$ cat src/hw/pbu_pkg.sv
// shared constants for the upper port pin logic
package pbu_pkg;
  localparam int unsigned PBU_NPINS = 4;
  localparam int unsigned PBU_AW = 8;
  // register byte addresses
  localparam logic [7:0] PBU_OFF_PORT = 8'h00;
  localparam logic [7:0] PBU_OFF_LAT = 8'h04;
  localparam logic [7:0] PBU_OFF_DIR = 8'h08;
  localparam logic [7:0] PBU_OFF_ICM = 8'h0c;
  localparam logic [7:0] PBU_OFF_IC2 = 8'h10;
  localparam logic [7:0] PBU_OFF_IC3 = 8'h14;
  localparam logic [7:0] PBU_OFF_ANA = 8'h18;
  localparam logic [7:0] PBU_OFF_IST = 8'h1c;
  localparam logic [7:0] PBU_OFF_IMSK = 8'h20;
  // field positions
  localparam int unsigned PBU_FLAG_BIT = 0;
  localparam int unsigned PBU_EN_BIT = 3;
  localparam int unsigned PBU_PRIO_BIT = 0;
  localparam int unsigned PBU_PUD_BIT = 7;
  localparam int unsigned PBU_ANA_BIT = 0;
  // upper pin indices within the group of four
  localparam int unsigned PBU_IDX_ANA = 0;
  localparam int unsigned PBU_IDX_SDI = 1;
  localparam int unsigned PBU_IDX_PCLK = 2;
  localparam int unsigned PBU_IDX_PDAT = 3;
  // reset values
  localparam logic [7:0] PBU_RST_LAT = 8'h00;
  localparam logic [7:0] PBU_RST_DIR = 8'hff;
  localparam logic [7:0] PBU_RST_ICM = 8'h00;
  localparam logic [7:0] PBU_RST_IC2 = 8'h80;
  localparam logic [7:0] PBU_RST_IC3 = 8'h00;
  localparam logic [7:0] PBU_RST_ANA = 8'h00;
  localparam logic [3:0] PBU_RST_IST = 4'h0;
  localparam logic [3:0] PBU_RST_IMSK = 4'h0;
endpackage

$ cat src/hw/pbu_pin_cell.sv
// one upper port pin: output mux, enables, pull-up and digital input gating
module pbu_pin_cell #(
  parameter bit ANALOG_CAP = 1'b0,
  parameter bit PROG_CLK = 1'b0,
  parameter bit PROG_DAT = 1'b0
) (
  input wire logic dir, // 1 input, 0 output
  input wire logic latch, // output latch bit
  input wire logic pud_n, // global pull-up disable
  input wire logic analog, // analog select
  input wire logic prog_en, // programming interface active
  input wire logic prog_drv, // programming data to drive
  input wire logic prog_oe, // programming data enable
  input wire logic remap_sel, // remapped peripheral owns output
  input wire logic remap_val, // remapped peripheral value
  input wire logic pad_in, // pad level
  output logic pad_out, // pad drive value
  output logic pad_oe, // pad drive enable
  output logic pullup_en, // weak pull-up enable
  output logic dig_in // gated digital input
);
  wire prog_own = prog_en & (PROG_CLK | PROG_DAT);
  wire ana_on = ANALOG_CAP & analog;
  wire norm_out = remap_sel ? remap_val : latch;
  assign pad_oe = prog_own ? (PROG_DAT & prog_oe) : ~dir;
  assign pad_out = prog_own ? prog_drv : norm_out;
  assign pullup_en = ~prog_own & dir & ~pud_n & ~ana_on;
  assign dig_in = (prog_own | ana_on) ? 1'b0 : pad_in;
endmodule

$ cat src/hw/pbu_change_det.sv
// compares input pins with the value latched at the last port access
module pbu_change_det #(
  parameter int unsigned N = 4
) (
  input wire logic pclk, // system clock
  input wire logic presetn, // async reset, low
  input wire logic [N-1:0] pins, // digital pin levels
  input wire logic [N-1:0] dir, // 1 = input
  input wire logic capture, // port accessed
  output logic [N-1:0] miss, // per-pin mismatch
  output logic any_miss // ored mismatch
);
  logic [N-1:0] last_reg;
  always_ff @(posedge pclk or negedge presetn) begin
    if (!presetn) begin
      last_reg <= '0;
    end else if (capture) begin
      last_reg <= pins;
    end
  end
  genvar i;
  generate
    for (i = 0; i < N; i++) begin : g_cmp
      assign miss[i] = dir[i] & (pins[i] ^ last_reg[i]);
    end
  endgenerate
  assign any_miss = |miss;
endmodule

$ cat src/hw/pbu_port_upper.sv
// upper half port pin logic with apb registers and change interrupt
// Operation
// output pin driven from latch, analog ignored
// input reads port; pull-up when not disabled
// analog pin4 drops digital input and pull-up
// reset analog default follows configuration strap
// programming mode overrides shared clock, data pins
// pin6 takes programming clock, direction ignored
// pin7 is bidirectional programming data line
// pins serve remappable peripherals, direction selects
// pin5 feeds serial data input when input
// input pins compared with last latched value
// ored mismatch sets flag, held while persisting
// software accesses port, waits, then clears
// port change can wake from sleep, idle
// request needs flag and enable, prioritised
//
// The APB register port and the register addresses were decided locally.
module pbu_port_upper
  import pbu_pkg::*;
#(
  parameter int unsigned NPINS = pbu_pkg::PBU_NPINS
) (
  input wire logic pclk, // system clock
  input wire logic presetn, // async reset, low
  input wire logic psel, // apb select
  input wire logic penable, // apb enable
  input wire logic pwrite, // apb direction
  input wire logic [pbu_pkg::PBU_AW-1:0] paddr, // apb byte address
  input wire logic [31:0] pwdata, // apb write data
  output logic [31:0] prdata, // apb read data
  output logic pready, // apb ready
  output logic pslverr, // apb error
  input wire logic [3:0] pin_in, // pad levels, pins 4..7
  output logic [3:0] pin_out, // pad drive values
  output logic [3:0] pin_oe, // pad drive enables
  output logic [3:0] pin_pullup_en, // weak pull-up enables
  output logic pin4_analog_en, // pin4 routed to converter
  input wire logic por_analog_default, // configuration strap
  input wire logic prog_enable, // programming or debug active
  output logic prog_serial_clock, // clock from pin6
  output logic prog_serial_data_in, // data from pin7
  input wire logic prog_serial_data_out, // data to pin7
  input wire logic prog_serial_data_oe, // pin7 drive enable
  input wire logic [3:0] remap_out_sel, // remap output owns pin
  input wire logic [3:0] remap_out_val, // remap output value
  output logic [3:0] remap_in, // remap input levels
  output logic serial_periph_data_in, // serial data input
  output logic port_change_irq_high, // high priority request
  output logic port_change_irq_low, // low priority request
  output logic wake_req, // wake from sleep or idle
  output logic irq // masked status interrupt
);
  import pbu_pkg::*;

  generate
    if (NPINS != 4) begin : g_bad
      $error("pbu_port_upper serves exactly four pins");
    end
  endgenerate

  logic [7:0] lat_reg;
  logic [7:0] dir_reg;
  logic [7:0] icm_reg;
  logic [7:0] ic2_reg;
  logic [7:0] ic3_reg;
  logic [7:0] ana_reg;
  logic [3:0] ist_reg;
  logic [3:0] imsk_reg;
  logic [31:0] prdata_reg;
  logic strap_done_reg;
  logic [3:0] miss_prev_reg;
  logic [3:0] ist_next;
  logic [7:0] icm_next;

  // bus decode
  wire setup = psel & ~penable;
  wire access = psel & penable;
  wire wr = access & pwrite;
  wire rd = access & ~pwrite;
  wire hit_port = (paddr == PBU_OFF_PORT);
  wire hit_lat = (paddr == PBU_OFF_LAT);
  wire hit_dir = (paddr == PBU_OFF_DIR);
  wire hit_icm = (paddr == PBU_OFF_ICM);
  wire hit_ic2 = (paddr == PBU_OFF_IC2);
  wire hit_ic3 = (paddr == PBU_OFF_IC3);
  wire hit_ana = (paddr == PBU_OFF_ANA);
  wire hit_ist = (paddr == PBU_OFF_IST);
  wire hit_imsk = (paddr == PBU_OFF_IMSK);
  wire mapped = hit_port | hit_lat | hit_dir | hit_icm | hit_ic2 |
                hit_ic3 | hit_ana | hit_ist | hit_imsk;
  wire [7:0] wb = pwdata[7:0];

  // control fields
  wire [3:0] dir_up = dir_reg[7:4];
  wire [3:0] lat_up = lat_reg[7:4];
  wire pud_n = ic2_reg[PBU_PUD_BIT];
  wire chg_prio = ic2_reg[PBU_PRIO_BIT];
  wire chg_en = icm_reg[PBU_EN_BIT];
  wire chg_flag = icm_reg[PBU_FLAG_BIT];
  wire ana_sel = ana_reg[PBU_ANA_BIT];

  // pin cells
  logic [3:0] dig_in;
  genvar i;
  generate
    for (i = 0; i < 4; i++) begin : g_pin
      pbu_pin_cell #(
        .ANALOG_CAP(i == PBU_IDX_ANA),
        .PROG_CLK(i == PBU_IDX_PCLK),
        .PROG_DAT(i == PBU_IDX_PDAT)
      ) u_cell (
        .dir(dir_up[i]),
        .latch(lat_up[i]),
        .pud_n(pud_n),
        .analog(ana_sel),
        .prog_en(prog_enable),
        .prog_drv(prog_serial_data_out),
        .prog_oe(prog_serial_data_oe),
        .remap_sel(remap_out_sel[i]),
        .remap_val(remap_out_val[i]),
        .pad_in(pin_in[i]),
        .pad_out(pin_out[i]),
        .pad_oe(pin_oe[i]),
        .pullup_en(pin_pullup_en[i]),
        .dig_in(dig_in[i])
      );
    end
  endgenerate

  assign pin4_analog_en = ana_sel;
  // programming pins taken regardless of direction
  assign prog_serial_clock = prog_enable & pin_in[PBU_IDX_PCLK];
  assign prog_serial_data_in = prog_enable & pin_in[PBU_IDX_PDAT];
  assign remap_in = dig_in & dir_up;
  assign serial_periph_data_in = dig_in[PBU_IDX_SDI] & dir_up[PBU_IDX_SDI];

  // change detection
  logic [3:0] miss;
  logic any_miss;
  wire port_touch = access & hit_port;
  pbu_change_det #(
    .N(4)
  ) u_chg (
    .pclk(pclk),
    .presetn(presetn),
    .pins(dig_in),
    .dir(dir_up),
    .capture(port_touch),
    .miss(miss),
    .any_miss(any_miss)
  );

  // flag set by mismatch wins over a software clear
  always_comb begin
    icm_next = icm_reg;
    if (wr && hit_icm) begin
      icm_next = {wb[7:1], chg_flag & wb[PBU_FLAG_BIT]};
    end
    icm_next[PBU_FLAG_BIT] = icm_next[PBU_FLAG_BIT] | any_miss;
  end

  // sticky status: onset of each pin mismatch, cleared by writing one
  wire [3:0] miss_rise = miss & ~miss_prev_reg;
  always_comb begin
    ist_next = ist_reg;
    if (wr && hit_ist) begin
      ist_next = ist_reg & ~wb[3:0];
    end
    ist_next = ist_next | miss_rise;
  end

  always_ff @(posedge pclk or negedge presetn) begin
    if (!presetn) begin
      icm_reg <= PBU_RST_ICM;
      ist_reg <= PBU_RST_IST;
      miss_prev_reg <= 4'h0;
    end else begin
      icm_reg <= icm_next;
      ist_reg <= ist_next;
      miss_prev_reg <= miss;
    end
  end

  // port writes land in the output latch
  always_ff @(posedge pclk or negedge presetn) begin
    if (!presetn) begin
      lat_reg <= PBU_RST_LAT;
    end else if (wr && (hit_port || hit_lat)) begin
      lat_reg <= wb;
    end
  end

  always_ff @(posedge pclk or negedge presetn) begin
    if (!presetn) begin
      dir_reg <= PBU_RST_DIR;
      ic2_reg <= PBU_RST_IC2;
      ic3_reg <= PBU_RST_IC3;
      imsk_reg <= PBU_RST_IMSK;
    end else if (wr) begin
      if (hit_dir) dir_reg <= wb;
      if (hit_ic2) ic2_reg <= wb;
      if (hit_ic3) ic3_reg <= wb;
      if (hit_imsk) imsk_reg <= wb[3:0];
    end
  end

  // analog select loads the strap on the first edge after reset
  always_ff @(posedge pclk or negedge presetn) begin
    if (!presetn) begin
      ana_reg <= PBU_RST_ANA;
      strap_done_reg <= 1'b0;
    end else if (!strap_done_reg) begin
      ana_reg[PBU_ANA_BIT] <= por_analog_default;
      strap_done_reg <= 1'b1;
    end else if (wr && hit_ana) begin
      ana_reg <= wb;
    end
  end

  // read data registered in the setup phase
  wire [7:0] port_rd = {dig_in, 4'h0};
  wire [7:0] rd_mux =
    hit_port ? port_rd :
    hit_lat ? lat_reg :
    hit_dir ? dir_reg :
    hit_icm ? icm_reg :
    hit_ic2 ? ic2_reg :
    hit_ic3 ? ic3_reg :
    hit_ana ? ana_reg :
    hit_ist ? {4'h0, ist_reg} :
    hit_imsk ? {4'h0, imsk_reg} : 8'h00;

  always_ff @(posedge pclk or negedge presetn) begin
    if (!presetn) begin
      prdata_reg <= 32'h0000_0000;
    end else if (setup && !pwrite) begin
      prdata_reg <= {24'h00_0000, rd_mux};
    end
  end

  assign prdata = prdata_reg;
  assign pready = 1'b1;
  assign pslverr = access & ~mapped;

  // change request routing
  wire chg_req = chg_flag & chg_en;
  assign port_change_irq_high = chg_req & chg_prio;
  assign port_change_irq_low = chg_req & ~chg_prio;
  assign wake_req = chg_req;
  assign irq = |(ist_reg & imsk_reg);
endmodule

$ cat config.mk
export PLATFORM = sky130hd
export DESIGN_NAME = pbu_port_upper
export DESIGN_NICKNAME = d
export VERILOG_FILES = /design/src/hw/pbu_pkg.sv /design/src/hw/pbu_pin_cell.sv /design/src/hw/pbu_change_det.sv /design/src/hw/pbu_port_upper.sv
export SDC_FILE = /design/constraint.sdc
export NUM_CORES = 1
export LEC_CHECK = 0
export BUFFER_PORTS_ARGS = -buffer_cell sky130_fd_sc_hd__buf_2
export CORE_ASPECT_RATIO = 1.75
export CORE_MARGIN = 3
export CORE_UTILIZATION = 45
export DETAILED_ROUTE_END_ITERATION = 12
export PLACE_DENSITY = 0.72
export SLEW_MARGIN = 20
export SYNTH_ARGS = -nofsm -noshare
export SYNTH_HDL_FRONTEND = slang
export SYNTH_SLANG_ARGS = --single-unit
export TNS_END_PERCENT = 20
$ cat constraint.sdc
create_clock -name pclk -period 1.93 [get_ports pclk]
set_input_delay 0.386 -clock pclk [delete_from_list [all_inputs] [get_ports pclk]]
set_output_delay 0.386 -clock pclk [all_outputs]
set_load 0.01 [all_outputs]
* Word level (Yosys, flattened, before mapping)
Cells that the tools add are included.
Cells by class: eq/ne operators 9, muxes and demuxes 24, bitwise operators 53, reductions and logical operators 15
Operator list (count):
- two-way mux 8 bit | 7
- == test 8 x 5 -> 1 bit (second input constant) | 4
- bitwise AND 1 bit | 23
- bitwise AND 4 bit | 4
- == test 8 x 4 -> 1 bit (second input constant) | 2
- two-way mux 1 bit | 14
- two-way mux 4 bit | 3
- NOT 1 bit | 10
- AND reduction 2 bit | 5
- OR 1 bit | 9
- == test 8 x 3 -> 1 bit (second input constant) | 1
- == test 8 x 6 -> 1 bit (second input constant) | 1
- zero test 8 bit | 1
- NOT 4 bit | 2
- OR reduction 4 bit | 2
- logical AND 1 bit | 5
- OR 4 bit | 1
- bitwise XOR 1 bit | 4
- inequality test 2 x 1 -> 1 bit (second input constant) | 1
- zero test 1 bit | 1
- logical OR 1 bit | 1
Storage, ports and cells: register bits 73, input bits 61, output and inout port bits 58, logic and storage cells 115

* Longest topological paths before layout
Gate-level depths: netlist of the first run.
depth after elaboration 11, mapped depth 7, depth with buffers taken out 5

* By module
Synthesis of the first run repeated with hierarchy kept, for this count alone.
Unflattened totals: cell total of the unflattened synthesis 368, area, all modules 3941.3 µm²
By module, submodules not included:
- pbu_port_upper | instances 1, cells an instance 330, area an instance 3569.7 µm², seq. area each 1737.9 µm²
- pbu_change_det | instances 1, cells an instance 17, area an instance 219.0 µm², seq. area each 100.1 µm²
- pbu_pin_cell at g_pin[0].u_cell ... | instances 2, cells an instance 4, area an instance 32.5 µm², seq. area each 0.0 µm²
- pbu_pin_cell at g_pin[3].u_cell | instances 1, cells an instance 7, area an instance 46.3 µm², seq. area each 0.0 µm²
- pbu_pin_cell at g_pin[2].u_cell | instances 1, cells an instance 6, area an instance 41.3 µm², seq. area each 0.0 µm²

* Least setup slack after synthesis of the first run
OpenSTA, ideal clock, no wires.
path type in2reg, start input port paddr[4] in the netlist's numbering, end register dir_reg[0], setup time 0.082 ns, arrival time 2.000 ns, required time 1.848 ns, path slack -0.153 ns, stages 5, cells stage by stage or3_1 > or3_1 > clkbuf_1 > nor3_4 > mux2_2
Between the ends: longest elaborated chain between the ends 2
Ends and longest elaborated chain:
- from (decl) | line pbu_port_upper.sv:29 | input wire logic [pbu_pkg::PBU_AW-1:0] paddr,
- == test 8 x 4 -> 1 bit | line pbu_port_upper.sv:83 | wire hit_dir = (paddr == PBU_OFF_DIR);
- AND reduction 2 bit (no line)
- to (signal assigned) | line pbu_port_upper.sv:201 | if (hit_dir) dir_reg <= wb;
- to (decl) | line pbu_port_upper.sv:63 | logic [7:0] dir_reg;
No other way between the ends. A chain may end at the register's enable or synchronous reset.

* Final worst setup path of the first run
start input port paddr[6] in the netlist's numbering, end output port pslverr
Between the ends: longest elaborated chain between the ends 11, elaborated cells between the ends (all ways) 19
Ends and longest elaborated chain:
- == test 8 x 3 -> 1 bit / zero test 8 bit (equally long branches) | line pbu_port_upper.sv:82, pbu_port_upper.sv:81
- OR 1 bit (5 in a row) | line pbu_port_upper.sv:90 | wire mapped = hit_port | hit_lat | hit_dir | hit_icm | hit_ic2 |
- OR 1 bit (2 in a row) | line pbu_port_upper.sv:91 | hit_ic3 | hit_ana | hit_ist | hit_imsk;
- OR 1 bit (*) | line pbu_port_upper.sv:91
- NOT 1 bit (*) | line pbu_port_upper.sv:244 | assign pslverr = access & ~mapped;
- bitwise AND 1 bit (*) | line pbu_port_upper.sv:244
- to (decl) | line pbu_port_upper.sv:33 | output logic pslverr,
Mark *: on every way between the ends. The rest lies on a longest branch, timed or not.

==> results of run 1 <==
## critical path: cells and delay by family
kind                   cells  cell delay, ns
AO/OA/AOI/OAI              1            0.09
buffers and inverters      2            0.22
AND/OR/NAND/NOR            3            0.86
## cells in the mapped netlist (5+ instances only)
| master | count | share of area, % |
|---|---|---|
| buf_4 | 38 | 7.1 |
| mux2_2 | 54 | 15 |
| a31oi_1 | 6 | 0.93 |
| nand2_1 | 23 | 2.1 |
| nor3b_1 | 6 | 1.1 |
| nor3_1 | 9 | 1.1 |
| dfstp_2 | 9 | 5.9 |
| a211o_1 | 5 | 1.1 |
| inv_1 | 6 | 0.56 |
| and2_1 | 7 | 1.1 |
| o21ai_0 | 12 | 1.5 |
| clkbuf_1 | 13 | 1.2 |
| mux2i_1 | 13 | 3.2 |
| a211oi_1 | 10 | 1.9 |
| o22ai_1 | 7 | 1.1 |
| a21oi_1 | 22 | 2.7 |
| nor2b_1 | 10 | 1.6 |
| dfrtp_1 | 64 | 40 |
| nor2_1 | 25 | 2.3 |
## logic make-up (layout without fill, tap and decap cells)
group / after synthesis / in the layout / share of synthesized area [%]
simple gates: 104 / 104 / 14.4
flops: 73 / 73 / 45.7
compound gates: 71 / 71 / 11.1
mux: 67 / 67 / 18.3
buf+inv: 61 / 125 / 9.48
xor+xnor: 4 / 4 / 0.871
other cells: 2 / 26 / 0.187
## cell usage in the layout, fill, tap and decap left out, drive strengths merged, types with 4 or more instances in the layout
| cell type | synthesis | layout |
|---|---|---|
| clkbuf | 13 | 11 |
| a31oi | 6 | 6 |
| buf | 42 | 103 |
| inv | 6 | 6 |
| dfstp | 9 | 9 |
| o21ai | 12 | 12 |
| and2 | 7 | 7 |
| conb | 2 | 26 |
| a21oi | 22 | 22 |
| nor2b | 10 | 10 |
| mux2i | 13 | 13 |
| a211o | 5 | 5 |
| nor3 | 13 | 13 |
| nor2 | 25 | 25 |
| o22ai | 7 | 7 |
| nand2 | 25 | 25 |
| bufinv | 0 | 4 |
| nor3b | 6 | 6 |
| dfrtp | 64 | 64 |
| mux2 | 54 | 54 |
| a211oi | 10 | 10 |
## layout make-up
cell class                 instances  area share (%)
tap                              117            2.97
clock inverter                     5            2.54
multi-input combinational        272            38.9
timing repair buffer             103            12.7
clock buffer                      11            5.13
sequential                        73            37.3
inverter                           6           0.457
## report_power, final
part           switching (W)  total (W)  internal, W
Combinational       0.000233   0.000392     0.000159
Clock               0.000630    0.00209      0.00146
Sequential         0.0000353    0.00162      0.00158
## worst max-delay path by stage
stage                   from          to  slack, ns  depth (start not counted)
finish              paddr[6]     pslverr      -0.01                          6
CTS                 paddr[6]     pslverr      -0.04                          6
global placement    paddr[4]     pslverr      -0.18                          6
floorplan           paddr[5]  ic2_reg[0]      -0.11                          7
global route        paddr[6]     pslverr      -0.07                          6
detailed placement  paddr[4]     pslverr      -0.21                          6
## layer usage
layer	up-vias	global-route usage, %
met5	-	0
met4	0	8.51
met3	20	3.98
met2	97	34.7
met1	1496	24.1
li1	1465	-
## stage by stage
step | hold WS [ns] | cell area, um2 | setup slack [ns]
6_report | 0.0633 | 4920 | -0.0131
5_1_grt | 0.106 | 4920 | -0.0680
4_1_cts | 0.0833 | 4920 | -0.0376
3_5_place_dp | 0.422 | 4500 | -0.213
3_3_place_gp | 0.406 | 4500 | -0.184
2_1_floorplan | 0.0904 | 4130 | -0.108
## what timing repair did
action                                  4_1_cts  5_1_grt
pin swaps                                     4        2
hold endpoints to repair                      0        0
endpoints found under the setup margin        1        2
buffers inserted                              3        0
gates cloned                                  0        0
resized for setup                             4        1
==> run metrics, run 1 <==
CP Capture Type=output pin; failing checks=negative setup slack; Placed Cells=approximately 570; Starting Density=46.4%; first-pass GRT wire length=16.1 mm; Skew-Pair Late Insertion Delay=approximately 0.34 ns; Hold Violations, Final=0; Worst path max stage delay=between 0.3 and 0.4 ns; setup TNS=-0.0131 ns; PortBufs=69; met2 wire length=5.01 mm; Antenna Cells=0; HPWL Detailed=between 7 and 8 mm; final core utilization=a little under three fifths; Tot GR Track Use=just over 20%; Max Slew Vio Count=0; drc violations=0; syn avg cell area=between 10 and 15 um2; die height=131 um; core area=just under 9000 um2; Final Power=between 0.004 and 0.005 W; Hold WC Path Type=primary input to asynchronous set/reset pin; Worst setup SP type=primary input; Worst Setup Path Type=primary input to output pin; clk root buf=clkbuf_16; number of synthesized flops with an enable pin=0; Leak Pwr=around 2.4 nW; Ports=119; pwr dens=around 830 nW/um2; Max-Cap Viols=0; final setup margin=-0.0131 ns; CTS clk-pin slew, worst paths=approximately 0.060 ns; nets=approximately 530; post-route ant nets=0; FILL cells=769; CP Cell Sequence=buf_6, or3_4, nor4b_4, o21ai_2, and3_1, buf_2; Tmin final=around 1.9 ns; WL met3=around 440 um; Max Fclk=0.515 GHz; RSZ-0062 raised after global routing=yes; GPL Wtd Cong=0.889; number of global-route vias before repair=roughly 3,200; vias post-DR=a little over 3,000; Netlist cell types=44; worst r2r src=dir_reg[7]; Yosys warning count=0; Reg2Reg Depth=4; main flop type after synthesis=dfrtp_1; status=finished with violations; CTS Buf Count=9; Metal-1 WL=roughly 4.0 mm; FP Rows=45; Post-Syn Instances=382; remaining global-route overflow=0; cts-stage hold buffer count=0; pin count of the biggest net entering global routing=between 70 and 80; critical path data required time=1.54 ns; area grow syn2layout=22.3%; initial antenna violation count=0; DRT Pass-1 Iters=4; Routed WL per cell=about 17 um; crit path DAT=between 1.5 and 2 ns; Seq/Total Area, Yosys=between 40% and 50%; vias per cell=about 5.2; CP max FO=2; r2r endpoint=prdata[7]; CTS sink cnt=between 70 and 80; r2r setup slk=about 0.55 ns; clk buf depth=2; Multi-input gate area=about 1900 um2; flops & latches, synth=between 70 and 80; First DRT Iteration DRCs=~220; die width=77.5 um; mapped cell area=just over 4000 um2; sequential cell area=~1800 um2; final setup skew=around 0.008 ns; Post-Route WL=9.72 mm; H-tree depth=3; layout cell share with drive strength beyond 1=41.1%; die area=10,200 um2; uppermost layer routed=met4; Finished Layout Cells=587; Final period util=101%; ys async rst share=between 90% and 100%; maximum VDD drop=about 450 uV; CTS tree=done; # setup viols final=1; Slowest-stage cell, CP=or3_4
(Power assumes the default switching activity.)
==> inputs of run 2 (changes only) <==
--- a/config.mk
+++ b/config.mk
@@ -11,8 +11,9 @@
 export CORE_UTILIZATION = 45
 export DETAILED_ROUTE_END_ITERATION = 12
 export PLACE_DENSITY = 0.72
-export SLEW_MARGIN = 20
+export SLEW_MARGIN = 0
 export SYNTH_ARGS = -nofsm -noshare
 export SYNTH_HDL_FRONTEND = slang
+export SYNTH_HIERARCHICAL = 1
 export SYNTH_SLANG_ARGS = --single-unit
 export TNS_END_PERCENT = 20
==> run metrics, run 2 <==
status=finished clean; mapped cell area=3940 um2; Max Fclk=about 0.54 GHz; Tmin final=about 1.9 ns; pin count of the biggest net entering global routing=between 70 and 80; final core utilization=about three fifths; die width=76.7 um; largest cells by area after synthesis=dfrtp_1 41%, mux2_2 15%, dfstp_2 6.0%; Top Family by Delay on Critical Path=simple AND/OR/NAND/NOR gates; CTS tree=done; # setup viols final=0; critical path data required time=1.54 ns; Routed WL per cell=approximately 17 um; final setup skew=about 0.005 ns; ys async rst share=100%; post-route ant nets=0; most frequent cells in the layout=69 x buf_2, 64 x dfrtp_1, 53 x mux2_2; maximum VDD drop=~490 uV; Crit path top cell by count=nor2_1; CP Cell Sequence=buf_2, buf_4, nor4_4, and3_4, nor2_1, nor2_1, nor2_1, buf_2; H-tree depth=3; Non-Filler Cell Area, Final=between 4000 and 5000 um2; Final period util=around 96%; Finished Layout Cells=about 600; Post-Route WL=between 10 and 15 mm; count leader, synth=dfrtp_1; Hold Violations, Final=0; crit path DAT=roughly 1.5 ns; DRT Pass-1 Iters=4; buffers plus inverters on the worst setup path=3; CP Capture Type=output pin; vias post-DR=about 3,200; Tot GR Track Use=21.2%; First DRT Iteration DRCs=239; Yosys warning count=6; Hold WS=~0.07 ns; most common cell after layout, fill and taps aside=buf_2; Slowest-stage cell, CP=nor4_4; clk buf depth=2; Reg2Reg Depth=5; die height=130 um; remaining global-route overflow=0; r2r setup slk=roughly 0.30 ns; top cells by count, synth=64 x dfrtp_1, 53 x mux2_2, 27 x buf_4; vias per cell=between 5 and 6; number of synthesized flops with an enable pin=0; Skew-Pair Late Insertion Delay=between 0.3 and 0.4 ns; flops & latches, synth=73; Worst path max stage delay=0.31 ns; area grow syn2layout=26.4%; die area=about 10000 um2; core area=approximately 8400 um2; CP max FO=2; Seq/Total Area, Yosys=46.6%; number of global-route vias before repair=around 3,200; Starting Density=between 40% and 50%; clk root buf=clkbuf_16; initial antenna violation count=0; Max Slew Vio Count=0; Antenna Cells=0; drc violations=0; Multi-input gate area=1940 um2; Synth top area share=about two fifths; Netlist cell types=45; PortBufs=69; CTS clk-pin slew, worst paths=about 0.050 ns; FILL cells=732; Max-Cap Viols=0; layout cell share with drive strength beyond 1=~43%; first-pass GRT wire length=16.1 mm; WP depth=8; Worst setup SP type=primary input; FP Rows=44; main flop type after synthesis=dfrtp_1; Area after DPL=roughly 4600 um2; CTS sink cnt=73; cts-stage hold buffer count=0; CTS Buf Count=9; Ports=119; HPWL Detailed=7.55 mm; dominant cell type by area after synthesis=dfrtp_1; sequential cell area=between 1500 and 2000 um2; Post-Syn Instances=approximately 370; GPL Wtd Cong=between 0.8 and 0.9; RSZ-0062 raised after global routing=no; nets=538; Worst Setup Path Type=primary input to output pin; Placed Cells=about 580; syn avg cell area=between 10 and 15 um2; Hold WC Path Type=primary input to asynchronous set/reset pin; Leak Pwr=2.51 nW; pwr dens=between 700 and 800 nW/um2
-- run 2: cell types whose count changed after synthesis, sizes merged, moves of 4 or more --
cell,before,now
nand3,3,7
a211oi,10,0
o22ai,7,0
mux2,54,59
and2,7,12
a211o,5,0
clkbuf,13,8
buf,42,31
or3,2,8
a22o,3,7
-- run 2: stage by stage --
stage	worst slack (ns)	setup TNS, ns	total power [W]
2_1_floorplan	0.0330	0	0.00187
3_3_place_gp	-0.162	-4.29	0.00203
3_5_place_dp	-0.185	-5.56	0.00204
4_1_cts	0.0368	0	0.00385
5_1_grt	0.000941	0	0.00397
6_report	0.0681	0	0.00381
-- run 2: power breakdown --
part	switching, W	total, W	internal [W]
Clock	0.000596	0.00179	0.00120
Sequential	0.0000438	0.00163	0.00159
Combinational	0.000227	0.000388	0.000161
Total	0.000867	0.00381	0.00295
-- run 2: area by class of cell --
| type | instances | share of cell area [%] |
|---|---|---|
| clock inverters | 5 | 1.56 |
| clock buffers | 11 | 5.07 |
| flip-flops and latches | 73 | 36.9 |
| well taps | 115 | 2.89 |
| repair buffers | 113 | 14.1 |
| multi-input cells | 273 | 39.0 |
| inverters | 7 | 0.527 |
-- run 2: worst paths after layout --
check	from	end
min in group pclk	por_analog_default	ana_reg[0]
worst max-delay path	paddr[1]	pslverr
worst max register to register	ana_reg[0]	icm_reg[0]
worst min register to register	ic3_reg[3]	ic3_reg[3]
worst min-delay path	presetn	lat_reg[6]
max in group asynchronous	presetn	dir_reg[0]
-- run 2: what timing repair did --
| item | in CTS | in global routing |
|---|---|---|
| endpoints found under the setup margin | 1 | 1 |
| buffers inserted | 0 | 0 |
| gates resized for setup | 1 | 2 |
| pin swaps | 0 | 0 |
-- run 2: per-layer routing --
layer / part of all wire (%) / GRT usage (%)
met3: 5.4 / 4.83
met5: 0 / 0
met2: 52 / 37.9
met1: 38 / 22.9
met4: 4.0 / 12.3
-- run 2: kinds of logic (layout without fill, tap and decap cells) --
logic type | Yosys count | after routing | synth area share (%)
buffers and inverters | 46 | 136 | 6.95
flip-flops | 73 | 73 | 46.6
XOR/XNOR | 4 | 4 | 0.889
AND/OR/NAND/NOR | 115 | 115 | 16.4
other | 2 | 26 | 0.191
AO/OA/AOI/OAI | 59 | 59 | 9.37
multiplexers | 69 | 69 | 19.6
